--- src/lds_pkg.sv ---
// shared constants and types of the dual current source control core
package lds_pkg;

  // device type code of the slave address (value is arbitrary)
  localparam logic [3:0] LDS_DEV_TYPE = 4'h5;

  // byte addresses of the control and status registers
  localparam logic [7:0] LDS_REG0_OFS = 8'h80; // direction, range, filter
  localparam logic [7:0] LDS_REG1_OFS = 8'h81; // table one row and select
  localparam logic [7:0] LDS_REG2_OFS = 8'h82; // table two row and select
  localparam logic [7:0] LDS_REG3_OFS = 8'h83; // direct byte selects
  localparam logic [7:0] LDS_REG4_OFS = 8'h84; // channel one direct byte
  localparam logic [7:0] LDS_REG5_OFS = 8'h85; // channel two direct byte
  localparam logic [7:0] LDS_REG6_OFS = 8'h86; // write enable latch
  localparam logic [7:0] LDS_STAT_OFS = 8'h87; // held adc result

  // field positions
  localparam int LDS_R0_DIR1 = 0;
  localparam int LDS_R0_DIR2 = 1;
  localparam int LDS_R0_FS1 = 2;   // two bits
  localparam int LDS_R0_FS2 = 4;   // two bits
  localparam int LDS_R0_FILT = 6;
  localparam int LDS_RX_LSEL = 7;  // row select bit of registers 1 and 2
  localparam int LDS_R3_DSEL1 = 0;
  localparam int LDS_R3_DSEL2 = 1;
  localparam int LDS_R6_WEL = 7;

  // write enable latch patterns
  localparam logic [7:0] LDS_WEL_SET = 8'h80;
  localparam logic [7:0] LDS_WEL_CLR = 8'h00;

  // counts
  localparam logic [2:0] LDS_MATCH_COUNT = 3'h4; // equal conversions needed
  localparam logic [3:0] LDS_BYTE_BITS = 4'h8;
  localparam logic [3:0] LDS_LAST_TX_BIT = 4'h7;

  // full scale decode codes
  localparam logic [1:0] LDS_FS_EXT = 2'h0;
  localparam logic [1:0] LDS_FS_LOW = 2'h1;
  localparam logic [1:0] LDS_FS_MID = 2'h2;
  localparam logic [1:0] LDS_FS_HIGH = 2'h3;

  // working control bits of both channels
  typedef struct packed {
    logic dir1;
    logic dir2;
    logic [1:0] fs1;
    logic [1:0] fs2;
    logic filt_off;
    logic [5:0] row1;
    logic lsel1;
    logic [5:0] row2;
    logic lsel2;
    logic dsel1;
    logic dsel2;
    logic [7:0] byte1;
    logic [7:0] byte2;
  } lds_ctrl_t;

  // value after reset: all defaults zero
  localparam lds_ctrl_t LDS_CTRL_RST = '0;

  // drive of one current output
  typedef struct packed {
    logic [7:0] dac;    // dac input byte
    logic dir;          // 1 selects the other current direction
    logic [3:0] fs;     // one-hot {high, mid, low, external}
  } lds_chan_t;

endpackage
--- src/lds_buf2.sv ---
// two-entry valid/ready buffer built from flip-flops
module lds_buf2 #(
  parameter int W = 6,
  parameter int DEPTH = 2
) (
  // clock and reset
  input wire logic clk,
  input wire logic rst,
  // filling side
  input wire logic in_valid,
  input wire logic [W-1:0] in_data,
  output logic in_ready,
  // draining side
  output logic out_valid,
  output logic [W-1:0] out_data,
  input wire logic out_ready
);
  localparam int AW = (DEPTH > 1) ? $clog2(DEPTH) : 1;
  localparam logic [AW:0] FULL = (AW + 1)'(DEPTH);
  localparam logic [AW-1:0] LAST = AW'(DEPTH - 1);

  logic [W-1:0] mem_q [DEPTH]; // storage
  logic [AW-1:0] wp_q;         // write index
  logic [AW-1:0] rp_q;         // read index
  logic [AW:0] cnt_q;          // entries held
  logic [AW:0] cnt_d;
  logic push;
  logic pop;

  // index advance with wrap
  function automatic logic [AW-1:0] adv(input logic [AW-1:0] p);
    adv = (p == LAST) ? '0 : p + 1'b1;
  endfunction

  assign push = in_valid & in_ready;
  assign pop = out_valid & out_ready;
  assign out_valid = (cnt_q != '0);
  assign out_data = mem_q[rp_q];

  // next fill level
  always_comb begin
    cnt_d = cnt_q;
    if (push & ~pop) begin
      cnt_d = cnt_q + 1'b1;
    end else if (pop & ~push) begin
      cnt_d = cnt_q - 1'b1;
    end
  end

  // indices, level and registered ready
  always_ff @(posedge clk) begin
    if (rst) begin
      wp_q <= '0;
      rp_q <= '0;
      cnt_q <= '0;
      in_ready <= 1'b0;
    end else begin
      if (push) begin
        wp_q <= adv(wp_q);
      end
      if (pop) begin
        rp_q <= adv(rp_q);
      end
      cnt_q <= cnt_d;
      in_ready <= (cnt_d != FULL);
    end
  end

  // data store
  always_ff @(posedge clk) begin
    if (push) begin
      mem_q[wp_q] <= in_data;
    end
  end
endmodule

--- src/lds_core.sv ---
// dac source selection, power-up sequencing and two-wire slave port
// Functional notes
// - channel one: adc, row index, or direct byte
// - channel two selects its source identically
// - one adc result, channels otherwise independent
// - direct bytes come from registers four, five
// - each channel has its own direction bit
// - two-bit full scale setting per channel
// - 00 external, 01 low, 10 mid, 11 high
// - recall control bits, then power analog
// - adc enabled later; four equal results select
// - dac inputs zero during power-up sequence
// - filter disabled: single conversion is enough
// - direct selects apply to first selection
// - slave only; master starts and clocks
// - sda change with scl high: start/stop
// - sda released at power up
// - ignore bus until a start is seen
// - stop ends transfer; standby after read
// - release after eight bits; ninth acknowledges
// - address ack only on type and pins match
// - write bytes acknowledged, except listed cases
// - read: send, sample ack, continue or stop
// - no ack without latch except at 86, or after 80/85/86
// - latch cleared at power, set 80h, cleared 00h
// - bytes travel most significant bit first
module lds_core
  import lds_pkg::*;
(
  // clock and reset
  input wire logic CLK,
  input wire logic RST,
  // two-wire pins
  input wire logic SCL,
  input wire logic SDA_I,
  output logic SDA_O,
  output logic SDA_OE,
  input wire logic [2:0] ADDR_SEL,
  // supply monitors
  input wire logic POR_OK,
  input wire logic ADC_SUPPLY_OK,
  // nonvolatile copy of the control bits
  input wire lds_pkg::lds_ctrl_t NV_CTRL,
  // adc conversions
  input wire logic ADC_VALID,
  input wire logic [5:0] ADC_RESULT,
  output logic ADC_READY,
  output logic ADC_EN,
  // look-up tables
  output logic [5:0] TBL1_ROW,
  input wire logic [7:0] TBL1_DATA,
  output logic [5:0] TBL2_ROW,
  input wire logic [7:0] TBL2_DATA,
  // analog side
  output logic ANALOG_EN,
  output lds_pkg::lds_chan_t CHAN1,
  output lds_pkg::lds_chan_t CHAN2,
  output logic [5:0] ADC_HELD,
  output logic STANDBY
);
  import lds_pkg::*;

  // power-up sequence states
  typedef enum logic [4:0] {
    PW_RECALL = 5'b00001,
    PW_ANALOG = 5'b00010,
    PW_ADCWAIT = 5'b00100,
    PW_FIRST = 5'b01000,
    PW_RUN = 5'b10000
  } lds_pw_t;

  // serial port states
  typedef enum logic [6:0] {
    SI_IDLE = 7'b0000001,
    SI_DEV = 7'b0000010,
    SI_WADDR = 7'b0000100,
    SI_WDATA = 7'b0001000,
    SI_ACKO = 7'b0010000,
    SI_RDATA = 7'b0100000,
    SI_ACKI = 7'b1000000
  } lds_si_t;

  lds_pw_t pw_q;            // power sequence state
  lds_si_t si_q;            // serial state
  lds_si_t nxt_q;           // state after the device acknowledge
  lds_ctrl_t ctrl_q;        // working control bits
  logic wel_q;              // write enable latch
  logic scl_m, scl_s, scl_p; // scl synchroniser and history
  logic sda_m, sda_s, sda_p; // sda synchroniser and history
  logic [2:0] adr_m, adr_s; // address pin synchroniser
  logic por_m, por_s;       // supply monitor synchronisers
  logic aok_m, aok_s;
  logic scl_rise, scl_fall, start, stop;
  logic [7:0] sh_q;         // receive shift register
  logic [7:0] tx_q;         // transmit shift register
  logic [3:0] bcnt_q;       // bit counter
  logic [7:0] ptr_q;        // byte address pointer
  logic lock_q;             // later data bytes refused
  logic mack_q;             // master acknowledged last read byte
  logic rw_q;               // current transfer is a read
  logic byte_done;          // eighth bit taken, scl now low
  logic ack_ok;             // data byte may be acknowledged
  logic wr_fire;            // accepted data byte write
  logic bv, br;             // buffer drain handshake
  logic [5:0] bdata;
  logic take;               // conversion taken by the filter
  logic [5:0] last_q;       // previous conversion
  logic have_q;             // previous conversion exists
  logic [2:0] mcnt_q, mcnt_d; // equal conversions in a row
  logic [5:0] held_q;       // held adc result
  logic held_v_q;           // held result valid
  logic tbl_ok_q;           // table data follows the current row
  logic no_adc;             // neither channel needs the adc

  // one-hot decode of the full scale setting
  function automatic logic [3:0] fs_dec(input logic [1:0] c);
    unique case (c)
      LDS_FS_EXT: fs_dec = 4'h1;
      LDS_FS_LOW: fs_dec = 4'h2;
      LDS_FS_MID: fs_dec = 4'h4;
      LDS_FS_HIGH: fs_dec = 4'h8;
    endcase
  endfunction

  // readback of a register byte
  function automatic logic [7:0] rd_byte(input logic [7:0] a,
      input lds_ctrl_t c, input logic write_enable_latch, input logic [5:0] adc);
    unique case (a)
      LDS_REG0_OFS: rd_byte = {1'b0, c.filt_off, c.fs2, c.fs1, c.dir2,
                               c.dir1};
      LDS_REG1_OFS: rd_byte = {c.lsel1, 1'b0, c.row1};
      LDS_REG2_OFS: rd_byte = {c.lsel2, 1'b0, c.row2};
      LDS_REG3_OFS: rd_byte = {6'h00, c.dsel2, c.dsel1};
      LDS_REG4_OFS: rd_byte = c.byte1;
      LDS_REG5_OFS: rd_byte = c.byte2;
      LDS_REG6_OFS: rd_byte = {write_enable_latch, 7'h00};
      LDS_STAT_OFS: rd_byte = {2'h0, adc};
      default: rd_byte = 8'h00;
    endcase
  endfunction

  // pin synchronisers; first stages feed only second stages
  always_ff @(posedge CLK) begin
    if (RST) begin
      scl_m <= 1'b1;
      scl_s <= 1'b1;
      scl_p <= 1'b1;
      sda_m <= 1'b1;
      sda_s <= 1'b1;
      sda_p <= 1'b1;
      adr_m <= 3'h0;
      adr_s <= 3'h0;
      por_m <= 1'b0;
      por_s <= 1'b0;
      aok_m <= 1'b0;
      aok_s <= 1'b0;
    end else begin
      scl_m <= SCL;
      scl_s <= scl_m;
      scl_p <= scl_s;
      sda_m <= SDA_I;
      sda_s <= sda_m;
      sda_p <= sda_s;
      adr_m <= ADDR_SEL;
      adr_s <= adr_m;
      por_m <= POR_OK;
      por_s <= por_m;
      aok_m <= ADC_SUPPLY_OK;
      aok_s <= aok_m;
    end
  end

  // bus events and byte decisions
  always_comb begin
    scl_rise = scl_s & ~scl_p;
    scl_fall = ~scl_s & scl_p;
    start = scl_s & scl_p & sda_p & ~sda_s;
    stop = scl_s & scl_p & ~sda_p & sda_s;
    byte_done = scl_fall & (bcnt_q == LDS_BYTE_BITS);
    ack_ok = (wel_q | (ptr_q == LDS_REG6_OFS)) & ~lock_q;
    wr_fire = (si_q == SI_WDATA) & byte_done & ack_ok & ~start & ~stop;
  end

  // serial slave: responds only, never starts a transfer
  always_ff @(posedge CLK) begin
    if (RST) begin
      si_q <= SI_IDLE;
      nxt_q <= SI_IDLE;
      sh_q <= 8'h00;
      tx_q <= 8'hff;
      bcnt_q <= 4'h0;
      ptr_q <= 8'h00;
      lock_q <= 1'b0;
      mack_q <= 1'b0;
      rw_q <= 1'b0;
      STANDBY <= 1'b0;
    end else if (start) begin
      // any start, also a repeated one, opens an address byte
      si_q <= SI_DEV;
      bcnt_q <= 4'h0;
      lock_q <= 1'b0;
      STANDBY <= 1'b0;
    end else if (stop) begin
      si_q <= SI_IDLE;
      STANDBY <= rw_q;
      rw_q <= 1'b0;
    end else begin
      unique case (si_q)
        SI_IDLE: begin
          // wait for a start, ignore all else
          si_q <= SI_IDLE;
        end
        SI_DEV, SI_WADDR, SI_WDATA: begin
          if (scl_rise && bcnt_q != LDS_BYTE_BITS) begin
            sh_q <= {sh_q[6:0], sda_s};
            bcnt_q <= bcnt_q + 4'h1;
          end else if (byte_done) begin
            bcnt_q <= 4'h0;
            if (si_q == SI_DEV) begin
              // type and pin levels must match
              if (sh_q[7:4] == LDS_DEV_TYPE && sh_q[3:1] == adr_s) begin
                si_q <= SI_ACKO;
                rw_q <= sh_q[0];
                nxt_q <= sh_q[0] ? SI_RDATA : SI_WADDR;
              end else begin
                si_q <= SI_IDLE;
              end
            end else if (si_q == SI_WADDR) begin
              ptr_q <= sh_q;
              si_q <= SI_ACKO;
              nxt_q <= SI_WDATA;
            end else begin
              // data byte: acknowledged unless refused
              if (ptr_q == LDS_REG0_OFS || ptr_q == LDS_REG5_OFS ||
                  ptr_q == LDS_REG6_OFS) begin
                lock_q <= 1'b1;
              end
              ptr_q <= ptr_q + 8'h01;
              si_q <= ack_ok ? SI_ACKO : SI_IDLE;
              nxt_q <= SI_WDATA;
            end
          end
        end
        SI_ACKO: begin
          // acknowledge bit driven for the ninth clock
          if (scl_fall) begin
            si_q <= nxt_q;
            bcnt_q <= 4'h0;
            if (nxt_q == SI_RDATA) begin
              tx_q <= rd_byte(ptr_q, ctrl_q, wel_q, held_q);
              ptr_q <= ptr_q + 8'h01;
            end
          end
        end
        SI_RDATA: begin
          // next bit presented after each falling scl
          if (scl_fall) begin
            if (bcnt_q == LDS_LAST_TX_BIT) begin
              si_q <= SI_ACKI;
            end else begin
              tx_q <= {tx_q[6:0], 1'b1};
              bcnt_q <= bcnt_q + 4'h1;
            end
          end
        end
        SI_ACKI: begin
          if (scl_rise) begin
            mack_q <= ~sda_s;
          end
          if (scl_fall) begin
            if (mack_q) begin
              tx_q <= rd_byte(ptr_q, ctrl_q, wel_q, held_q);
              ptr_q <= ptr_q + 8'h01;
              bcnt_q <= 4'h0;
              si_q <= SI_RDATA;
            end else begin
              si_q <= SI_IDLE;
            end
          end
        end
        default: begin
          si_q <= SI_IDLE;
        end
      endcase
    end
  end

  // open-drain data pin, released from reset on
  always_ff @(posedge CLK) begin
    if (RST) begin
      SDA_O <= 1'b0;
      SDA_OE <= 1'b0;
    end else begin
      SDA_O <= 1'b0;
      SDA_OE <= (si_q == SI_ACKO) |
          ((si_q == SI_RDATA) & ~tx_q[7]);
    end
  end

  // working control bits: recall first, then serial writes
  always_ff @(posedge CLK) begin
    if (RST) begin
      ctrl_q <= LDS_CTRL_RST;
    end else if (pw_q == PW_RECALL) begin
      if (por_s) begin
        ctrl_q <= NV_CTRL;
      end
    end else if (wr_fire) begin
      unique case (ptr_q)
        LDS_REG0_OFS: begin
          ctrl_q.dir1 <= sh_q[LDS_R0_DIR1];
          ctrl_q.dir2 <= sh_q[LDS_R0_DIR2];
          ctrl_q.fs1 <= sh_q[LDS_R0_FS1 +: 2];
          ctrl_q.fs2 <= sh_q[LDS_R0_FS2 +: 2];
          ctrl_q.filt_off <= sh_q[LDS_R0_FILT];
        end
        LDS_REG1_OFS: begin
          ctrl_q.row1 <= sh_q[5:0];
          ctrl_q.lsel1 <= sh_q[LDS_RX_LSEL];
        end
        LDS_REG2_OFS: begin
          ctrl_q.row2 <= sh_q[5:0];
          ctrl_q.lsel2 <= sh_q[LDS_RX_LSEL];
        end
        LDS_REG3_OFS: begin
          ctrl_q.dsel1 <= sh_q[LDS_R3_DSEL1];
          ctrl_q.dsel2 <= sh_q[LDS_R3_DSEL2];
        end
        LDS_REG4_OFS: ctrl_q.byte1 <= sh_q;
        LDS_REG5_OFS: ctrl_q.byte2 <= sh_q;
        default: ctrl_q <= ctrl_q;
      endcase
    end
  end

  // write enable latch, cleared at every power up
  always_ff @(posedge CLK) begin
    if (RST || pw_q == PW_RECALL) begin
      wel_q <= 1'b0;
    end else if (wr_fire && ptr_q == LDS_REG6_OFS) begin
      if (sh_q == LDS_WEL_SET) begin
        wel_q <= 1'b1;
      end else if (sh_q == LDS_WEL_CLR) begin
        wel_q <= 1'b0;
      end
    end
  end

  // conversion buffer; drain stalls until the adc is enabled
  lds_buf2 #(.W(6), .DEPTH(2)) u_buf (
    .clk(CLK),
    .rst(RST),
    .in_valid(ADC_VALID),
    .in_data(ADC_RESULT),
    .in_ready(ADC_READY),
    .out_valid(bv),
    .out_data(bdata),
    .out_ready(br)
  );

  // repeat-match filter on the shared conversion stream
  always_comb begin
    br = (pw_q == PW_FIRST) | (pw_q == PW_RUN);
    take = bv & br;
    if (have_q && bdata == last_q) begin
      mcnt_d = (mcnt_q == LDS_MATCH_COUNT) ? mcnt_q : mcnt_q + 3'h1;
    end else begin
      mcnt_d = 3'h1;
    end
    no_adc = (ctrl_q.dsel1 | ctrl_q.lsel1) & (ctrl_q.dsel2 | ctrl_q.lsel2);
  end

  // held result updates after four matches, or each one unfiltered
  always_ff @(posedge CLK) begin
    if (RST || pw_q == PW_RECALL) begin
      last_q <= 6'h00;
      have_q <= 1'b0;
      mcnt_q <= 3'h0;
      held_q <= 6'h00;
      held_v_q <= 1'b0;
    end else if (take) begin
      last_q <= bdata;
      have_q <= 1'b1;
      mcnt_q <= mcnt_d;
      if (ctrl_q.filt_off || mcnt_d == LDS_MATCH_COUNT) begin
        held_q <= bdata;
        held_v_q <= 1'b1;
      end
    end
  end

  // power-up sequence; a supply drop restarts it
  always_ff @(posedge CLK) begin
    if (RST || !por_s) begin
      pw_q <= PW_RECALL;
    end else begin
      unique case (pw_q)
        PW_RECALL: pw_q <= PW_ANALOG;
        PW_ANALOG: pw_q <= PW_ADCWAIT;
        PW_ADCWAIT: if (aok_s) pw_q <= PW_FIRST;
        PW_FIRST: if (held_v_q || no_adc) pw_q <= PW_RUN;
        PW_RUN: pw_q <= PW_RUN;
        default: pw_q <= PW_RECALL;
      endcase
    end
  end

  // enables follow the sequence state
  always_ff @(posedge CLK) begin
    if (RST) begin
      ANALOG_EN <= 1'b0;
      ADC_EN <= 1'b0;
      ADC_HELD <= 6'h00;
    end else begin
      ANALOG_EN <= (pw_q != PW_RECALL);
      ADC_EN <= br;
      ADC_HELD <= held_q;
    end
  end

  // table rows: own row index or the shared adc result
  always_ff @(posedge CLK) begin
    if (RST) begin
      TBL1_ROW <= 6'h00;
      TBL2_ROW <= 6'h00;
      tbl_ok_q <= 1'b0;
    end else begin
      TBL1_ROW <= ctrl_q.lsel1 ? ctrl_q.row1 : held_q;
      TBL2_ROW <= ctrl_q.lsel2 ? ctrl_q.row2 : held_q;
      tbl_ok_q <= (pw_q == PW_RUN);
    end
  end

  // dac inputs, zero until the first selection is made
  always_ff @(posedge CLK) begin
    if (RST) begin
      CHAN1 <= '0;
      CHAN2 <= '0;
    end else begin
      CHAN1.dir <= ctrl_q.dir1;
      CHAN2.dir <= ctrl_q.dir2;
      CHAN1.fs <= fs_dec(ctrl_q.fs1);
      CHAN2.fs <= fs_dec(ctrl_q.fs2);
      if (pw_q == PW_RUN && tbl_ok_q) begin
        CHAN1.dac <= ctrl_q.dsel1 ? ctrl_q.byte1 : TBL1_DATA;
        CHAN2.dac <= ctrl_q.dsel2 ? ctrl_q.byte2 : TBL2_DATA;
      end else begin
        CHAN1.dac <= 8'h00;
        CHAN2.dac <= 8'h00;
      end
    end
  end
endmodule

--- config.mk ---
export PLATFORM = sky130hd
export DESIGN_NAME = lds_core
export DESIGN_NICKNAME = d
export VERILOG_FILES = /design/src/lds_pkg.sv /design/src/lds_buf2.sv /design/src/lds_core.sv
export SDC_FILE = /design/constraint.sdc
export NUM_CORES = 1
export LEC_CHECK = 0
export CAP_MARGIN = 0
export CORE_ASPECT_RATIO = 0.8
export CORE_MARGIN = 2
export CORE_UTILIZATION = 63
export DETAILED_ROUTE_END_ITERATION = 10
export DONT_BUFFER_PORTS = 1
export GPL_ROUTABILITY_DRIVEN = 0
export PLACE_DENSITY = 0.79
export SYNTH_ARGS = -nofsm -noshare
export SYNTH_HDL_FRONTEND = slang
export SYNTH_SLANG_ARGS = --single-unit
export TNS_END_PERCENT = 10
--- constraint.sdc ---
create_clock -name CLK -period 2.8 [get_ports CLK]
set_clock_uncertainty 0.1 [all_clocks]
set_input_delay 0.28 -clock CLK [delete_from_list [all_inputs] [get_ports CLK]]
set_output_delay 0.28 -clock CLK [all_outputs]
set_load 0.02 [all_outputs]
==> results.md, run 1 <==
- The area overhead of the layout relative to synthesis is 15.3%.
- Of the total power, the clock network draws 0.430.
- The number of antenna violations at the first check in global routing is 0.
- Each instance of the synthesized netlist takes up on average between 9 and 10 µm².
- The number of nets in the synthesized netlist is approximately 1000.
- The multi-input combinational cell area is 4200 µm².
- The first global-routing pass estimated approximately 37 mm of wire.
- During synthesis, Yosys emitted a total of 0 warnings.
- The fmax is a little under 400 MHz.
- IR analysis of the VDD net gives a maximum drop of between 0.0005 and 0.0006 V.
- Pin placement for this block handled approximately 120 I/O pins.
- Of the available clock period, the critical path in the final layout requires 0.899.
- 0 antenna diodes ended up in the layout.
- The dominant cell type by area after synthesis is dfxtp_1.
- The relative slew slack is 0.397.
- The final instance area is approximately 9700 µm².
- The number of synthesized register bits is approximately 190.
- The critical path crosses 6 cells after its start point.
- The final hold slack is between 0.015 and 0.02 ns.
- The die extent in x is ~130 µm.
- Counting I/O delays and the setup requirement, the final critical path takes around 2.5 ns.
- The buffer levels on the longest clock path is 2.
- The vertical extent of the die is roughly 110 µm.
- The area inside the core boundary is roughly 13000 µm².
- The half-perimeter wire length after placement is around 15 mm.
- The final route contains roughly 7400 vias.
- The startpoint of the most critical setup path is pw_q[4].
- The count of different cell masters after synthesis is 73.
- The analysis attributes to cell leakage a power of 3.53 nW.
- The die covers 14300 µm².
- The cell at the slowest stage of the critical path is or4b_4.
- In this run the power density over the cells is roughly 590 nW/µm².
- The final hold violation count is 0.
- The clock latency on the worst-skew pair is ~0.44 ns.
- STA classifies the critical path endpoint as a flop.
- The worst min-delay path class is primary input to flop.
- Setup violations remaining at the end of the flow were counted as 0.
- The depth of the worst register-to-register path is 6.
- Setup repair after global routing left no endpoint under its margin.
- The pre-CTS setup slack is approximately 0.27 ns.
- The worst setup path is launched from a flop.
- Of the total power, the share spent switching nets is 0.247.
- Together, buffers and inverters on the worst path number 0.
- Yosys attributes the largest share of cell area to dfxtp_1 42%, a21oi_1 6.2%, mux2i_1 6.1%, nor2_1 5.2%, edfxtp_1 4.3%.
- The largest driver fanout on the critical path is 11.
- In this run, synthesis inferred 12 flip-flops with an integrated enable.
- The worst endpoint data arrival time is about 2.8 ns.
- The critical path required time is a little over 3 ns.
- The clock tree from TritonCTS is yes.
- In this run, the number of DRC markers left after iteration 0 of detailed routing was about 1100.
- Clock tree synthesis found a total of approximately 190 sinks.
- Synthesis produced 923 cells.
- The layout filler cell count is 840.
- The portion of total power attributed to combinational logic is 0.067.
- The pin slew with the least headroom to its limit is between 0.8 and 0.9 ns.
- The post-CTS repair timing setup buffer count is 0.
- In this run the power spent charging and discharging nets is about 0.0014 W.
- The total global routing track utilization is 0.334.
- The final layout contains routed wiring with a total length of roughly 24 mm.
- For this run, the post-layout net count is ~1000.
- The flow ran to the end, and the final reports show no timing, DRC or antenna violations.
- The max-slew violation count is 0.
- The share of total power dissipated in sequential elements is 0.503.
- The most common cell after layout, fill and taps aside is dfxtp_1.
- The count of buffers from port buffering is 0.
- TritonCTS created 17 clock buffers.
- The number of global-route vias before repair came to just over 7000.
- After clock tree synthesis, the clock-pin slew on the worst setup and hold paths is about 0.07 ns.
- In this design, the largest share of critical-path delay is due to simple AND/OR/NAND/NOR gates.
- The worst path meets setup with 0.283 ns of slack.
- The startpoint of the worst-slack reg-to-reg timing path is pw_q[4].
- Leaving out fill and tap cells, the most frequent cells in the layout are 175 x dfxtp_1, 116 x nor2_1, 104 x a21oi_1, 62 x dlygate4sd3_1, 51 x mux2i_1.
- The signal on the critical path passes through or4b_4 -> nand2b_1 -> and2_0 -> a21oi_1 -> nor2_1 -> mux2_2.
- The number of nets still failing antenna checks after routing is 0.
- The overall overflow remaining after global route is 0.
- The wire length per cell after detailed routing is between 20 and 25 µm.
- Dividing the detail-routed via count by the number of cells gives 6.48.
- The most instantiated flip-flop cell in the synthesis netlist is dfxtp_1.
- The clock root buffer is clkbuf_16.
- The critical path ends at ctrl_q[37].
- In the final layout, the share of cells above drive strength 1 is 0.0844.
- Counting flops with an async set or reset pin after synthesis yields a share of 0.
- The reg2reg setup slack is roughly 0.28 ns.
- For this run, the detailed router's first-pass iteration total came to 7.
- The largest single stage delay on the critical path is 0.60 ns.
- The endpoint of the most critical register-to-register path is ctrl_q[37].
- The total placed instance area is between 8000 and 9000 µm².
- For this run, design rule violations remaining after detail routing come to 0.
- The sequential element share of the synthesized area is 0.460.
- After routing, the total negative slack on setup checks comes to 0 ns.
- The number of maximum-capacitance constraint violations is 0.
- By startpoint and endpoint, the worst setup path is classified as flop to flop.
- The H-tree generated during clock tree synthesis spans 4 levels.
- The internal cell power is between 0.004 and 0.005 W.
- The post-synth design cell area is between 8000 and 9000 µm².
- The initial standard-cell utilization of the core is 0.650.
- The count of standard-cell rows is 37.
- The sequential cells in the finished layout cover a total of approximately 3900 µm².
- Entering global routing, the biggest net connects 95 pins.
- Of the post-synthesis cell area, the dominant cell type holds 0.417.
[cell families after synthesis]
group,share of synthesized area
buf+inv,0.0413
mux,0.0675
fa+ha+maj,0.0134
flops,0.460
other cells,0.000447
compound gates,0.191
xor+xnor,0.0188
simple gates,0.208
[synthesized netlist by cell type, drive strengths merged, types with 12 or more instances]
| cell | n |
|---|---|
| nor2b | 33 |
| o21ai | 50 |
| inv | 17 |
| buf | 25 |
| mux2i | 51 |
| nor2 | 118 |
| nand2 | 38 |
| nor3 | 16 |
| and3 | 18 |
| a21oi | 104 |
| clkbuf | 36 |
| edfxtp | 12 |
| and2 | 14 |
| dfxtp | 175 |
| a211oi | 28 |
| nand3 | 19 |
[metrics by stage]
| stage | util | std cells | power, W |
|---|---|---|---|
| after global routing | 0.750 | 1146 | 0.00581 |
| after floorplan | - | 923 | 0.00310 |
| after CTS | 0.749 | 1146 | 0.00563 |
| final | 0.750 | 1146 | 0.00566 |
| after global placement | 0.654 | 1051 | 0.00314 |
| after detailed placement | 0.654 | 1051 | 0.00316 |
[area by class of cell]
type,count,share of cell area
inverter,17,0.00659
multi-input combinational,658,0.433
clock inverter,15,0.0168
clock buffer,17,0.0439
tap,175,0.0226
sequential,187,0.399
timing repair buffer,77,0.0778
[worst min path at each step]
stage | start | endpoint | cells past startpoint
final | NV_CTRL[37] | ctrl_q[37] | 3
after global routing | NV_CTRL[14] | ctrl_q[14] | 2
after CTS | NV_CTRL[5] | ctrl_q[5] | 2
after detailed placement | RST | u_buf.in_ready | 1
after global placement | RST | u_buf.wp_q | 1
after floorplan | RST | CHAN1[4] | 1
[flip-flops by register name, summed over array words and instances (netlist names), 4 cells and up, named ones only]
register / count
ADC_HELD: 6
CHAN1: 13
CHAN2: 13
TBL1_ROW: 6
TBL2_ROW: 6
bcnt_q: 4
ctrl_q: 39
held_q: 6
last_q: 6
nxt_q: 4
ptr_q: 8
pw_q: 5
sh_q: 8
si_q: 7
tx_q: 8
u_buf.mem_q: 12
[power by group through the flow]
stage | combinational, W | sequential [W] | clock [W]
after global placement | 0.000245 | 0.00290 | 0
after detailed placement | 0.000262 | 0.00290 | 0
after global routing | 0.000417 | 0.00285 | 0.00255
final | 0.000382 | 0.00285 | 0.00244
after CTS | 0.000363 | 0.00284 | 0.00243
after floorplan | 0.000241 | 0.00286 | 0
[worst reg2reg max path: cells and delay by family (launching register included)]
family	cells	cell delay [ns]
AND/OR/NAND/NOR	4	1.45
flip-flops	1	0.38
multiplexers	1	0.26
AO/OA/AOI/OAI	1	0.21
[repair_timing]
item,4_1_cts,5_1_grt
gates resized for setup,0,1
endpoints found under the hold margin,141,0
hold buffers,63,0
endpoints found under the setup margin,0,1
[routing by layer]
metal,track usage,wire length (µm)
met1,0.427,9470
met2,0.539,10800
met3,0.0791,2550
met4,0.158,778
met5,0,0
No activity file was read; power rests on OpenSTA's default activity.
==> inputs of run 2 (changes only) <==
--- a/config.mk
+++ b/config.mk
@@ -13,6 +13,7 @@
 export DONT_BUFFER_PORTS = 1
 export GPL_ROUTABILITY_DRIVEN = 0
 export PLACE_DENSITY = 0.79
+export REMOVE_ABC_BUFFERS = 1
 export SYNTH_ARGS = -nofsm -noshare
 export SYNTH_HDL_FRONTEND = slang
 export SYNTH_SLANG_ARGS = --single-unit
==> run 2 against run 1 <==
First-iteration DRC count shrank 5.5%. Setup slack lost 0.057 ns. Register-to-register slack lost 0.06 ns. Fmax shrank 2.2%. Global-route usage shrank 0.58 points. Cell area grew 0.21%. Largest power group unchanged. Final cell count grew 0.52%. Highest routed layer unchanged. Critical endpoint is now ctrl_q[21]. Sequential share of layout area shrank 0.082 points. Non-clock buffer count grew 4. Wire length shrank 1.3%. Sequential power is essentially flat.
==> results.md, run 2 (synthesized netlist as in run 1, its figures left out) <==
- Ordered list of cells on the worst path: or4b_4 -> nor2_8 -> nand2_1 -> o21ai_2 -> o21ai_0 -> a21oi_1 (was or4b_4 -> nand2b_1 -> and2_0 -> a21oi_1 -> nor2_1 -> mux2_2).
- The wire length of the first global-routing pass is 36.6 mm (was 37.2 mm).
- The setup slack of the critical path after layout was 0.225 ns (was 0.283 ns).
- The count of instances resized after the clock tree is built came to 0 (unchanged).
- The relative slew slack is 0.274 (was 0.397).
- The number of buffers created by CTS was 17 (unchanged).
- The flip-flop count of the largest register, all copies and words added came to 39 (unchanged).
- The worst endpoint data arrival time is 2.82 ns (was 2.75 ns).
- The total global routing track utilization is 0.329 (was 0.334).
- The maximum number of pins on one net before global-route repair is 94 (was 95).
- The register clock-pin slew on the reported worst setup and hold paths came to 0.07 ns (about the same).
- The number of endpoints failing setup at the final stage is 0 (unchanged).
- The number of sinks on the clock net came to 187 (unchanged).
- The delay of the slowest cell on the worst path came to 0.61 ns (was 0.60 ns).
- The overall overflow remaining after global route is 0 (unchanged).
- The number of violations reported at the end of detailed-routing iteration 0 is 1014 (was 1073).
- The pin slew with the least headroom to its limit is 1.08 ns (was 0.895 ns).
- The floorplan die area is 14300 µm² (unchanged).
- The net count reported at finish is 1042 (was 1038).
- The post-route DRC violation count was 0 (unchanged).
- The max-slew violation count was 0 (unchanged).
- Largest registers: ctrl_q x39, CHAN1 x13, CHAN2 x13 (unchanged).
- The wire length per cell after detailed routing is 20.3 µm (was 20.6 µm).
- The power per cell area came to 574 nW/µm² (was 585 nW/µm²).
- The clock tree from TritonCTS is yes (unchanged).
- The buffer levels on the longest clock path was 2 (unchanged).
- The pre-CTS setup slack was 0.343 ns (was 0.272 ns).
- The critical path capture point type is a flop (unchanged).
- The utilization of the core after routing is 0.751 (was 0.750).
- The vertical extent of the die was 107 µm (unchanged).
- The die extent in x is 133 µm (unchanged).
- The clock latency on the worst-skew pair is 0.43 ns (was 0.44 ns).
- The power after layout is 0.00557 W (was 0.00566 W).
- The clock root buffer is clkbuf_16 (unchanged).
- The area inside the core boundary is 12900 µm² (unchanged).
- The CTS H-tree depth is 4 (unchanged).
- The number of antenna violations at the first check in global routing is 2 (was 0).
- The setup TNS is 0 ns (unchanged).
- The part of the cycle the worst path needs is 0.919 (was 0.899).
- The type of the setup path with the least slack is flop to flop (unchanged).
- The kind of launch point of the worst setup path is a flop (unchanged).
- The area overhead of the layout relative to synthesis was 15.5% (was 15.3%).
- The largest driver fanout on the critical path is 28 (was 11).
- The highest ir drop seen on vdd is 0.000447 V (was 0.000519 V).
- The largest delay contributor family on the critical path is simple AND/OR/NAND/NOR gates (unchanged).
- The share of final-layout standard cells stronger than drive strength 1 came to 0.0841 (was 0.0844).
- The most common cell after layout, fill and taps aside is dfxtp_1 (unchanged).
- The count of pins on the block boundary is 121 (unchanged).
- The post-detailed-route via-to-cell ratio is 6.40 (was 6.48).
- The number of global-route vias before repair is 7014 (was 7058).
- The cell at the slowest stage of the critical path is or4b_4 (unchanged).
- The final hold violation count is 0 (unchanged).
- The critical path buffer and inverter count was 0 (unchanged).
- The leakage power of the design is 3.54 nW (was 3.53 nW).
- The post-route minimum period is 2.57 ns (was 2.52 ns).
- The count of buffers from port buffering is 0 (unchanged).
- The worst min-delay path class is primary input to flop (unchanged).
- The register ranked first by flip-flop count was ctrl_q (unchanged).
- The number of maximum-capacitance constraint violations was 0 (unchanged).
- The total number of vias is 7375 (was 7421).
- The number of nets still failing antenna checks after routing is 0 (unchanged).
- The iteration count of the initial detailed-routing pass is 7 (unchanged).
- The reg2reg setup slack came to 0.23 ns (was 0.28 ns).
- The initial standard-cell utilization of the core is 0.650 (unchanged).
- The half-perimeter wire length after placement is 15.1 mm (was 15.2 mm).
- The fmax is 388 MHz (was 397 MHz).
- The total wire length is 23.3 mm (was 23.6 mm).
- Highest-count cells in the layout ignoring fill and taps: 175 x dfxtp_1, 116 x nor2_1, 104 x a21oi_1, 65 x dlygate4sd3_1, 51 x mux2i_1 (was 175 x dfxtp_1, 116 x nor2_1, 104 x a21oi_1, 62 x dlygate4sd3_1, 51 x mux2i_1).
- Setup repair after global routing missed its margin: false (unchanged).
- The count of standard-cell rows is 37 (unchanged).
- Outcome: finished, final reports clean (unchanged).
- The critical path required time is 3.05 ns (was 3.03 ns).
[run 2: final cells by class]
type	count	area, µm²
sequential	187	3860
clock buffer	20	457
fill	870	3210
inverter	17	63.8
multi-input combinational	658	4190
tap	175	219
timing repair buffer	81	791
clock inverter	12	114
antenna	2	5.00
[run 2: tightest hold or removal path: cells and delay by family]
family         cells  cell delay (ns)
AO/OA/AOI/OAI      3             0.26
[run 2: final timing paths]
check,startpoint,endpoint,cells after the start
setup / recovery,pw_q[4],ctrl_q[21],6
hold / removal,NV_CTRL[17],ctrl_q[17],3
setup reg to reg,pw_q[4],ctrl_q[21],6
hold reg to reg,sda_m,sda_s,1
[run 2: per-stage QoR]
step                area [µm²]  hold slack [ns]  instances
floorplan                 8120            0.249        862
global placement          8450            0.259       1052
detailed placement        8450            0.260       1052
CTS                       9690          0.00405       1149
global route              9700           0.0367       1151
finish                    9700           0.0456       1152
[run 2: per-layer routing]
metal | wire, µm | global-route usage | share of wire | vias to the layer above
met5 | 0 | 0 | 0 | -
met4 | 809 | 0.137 | 0.035 | 0
met3 | 2800 | 0.109 | 0.12 | 86
met2 | 10700 | 0.525 | 0.46 | 470
met1 | 9060 | 0.412 | 0.39 | 3416
li1 | - | - | - | 3403
[run 2: timing repair]
action / 4_1_cts / 5_1_grt
setup buffers: 0 / 0
endpoints found under the hold margin: 142 / 1
hold buffers: 65 / 1
[run 2: power by group]
part	switching (W)	internal, W
registers	0.0000812	0.00276
clock network	0.00107	0.00128
logic	0.000201	0.000176
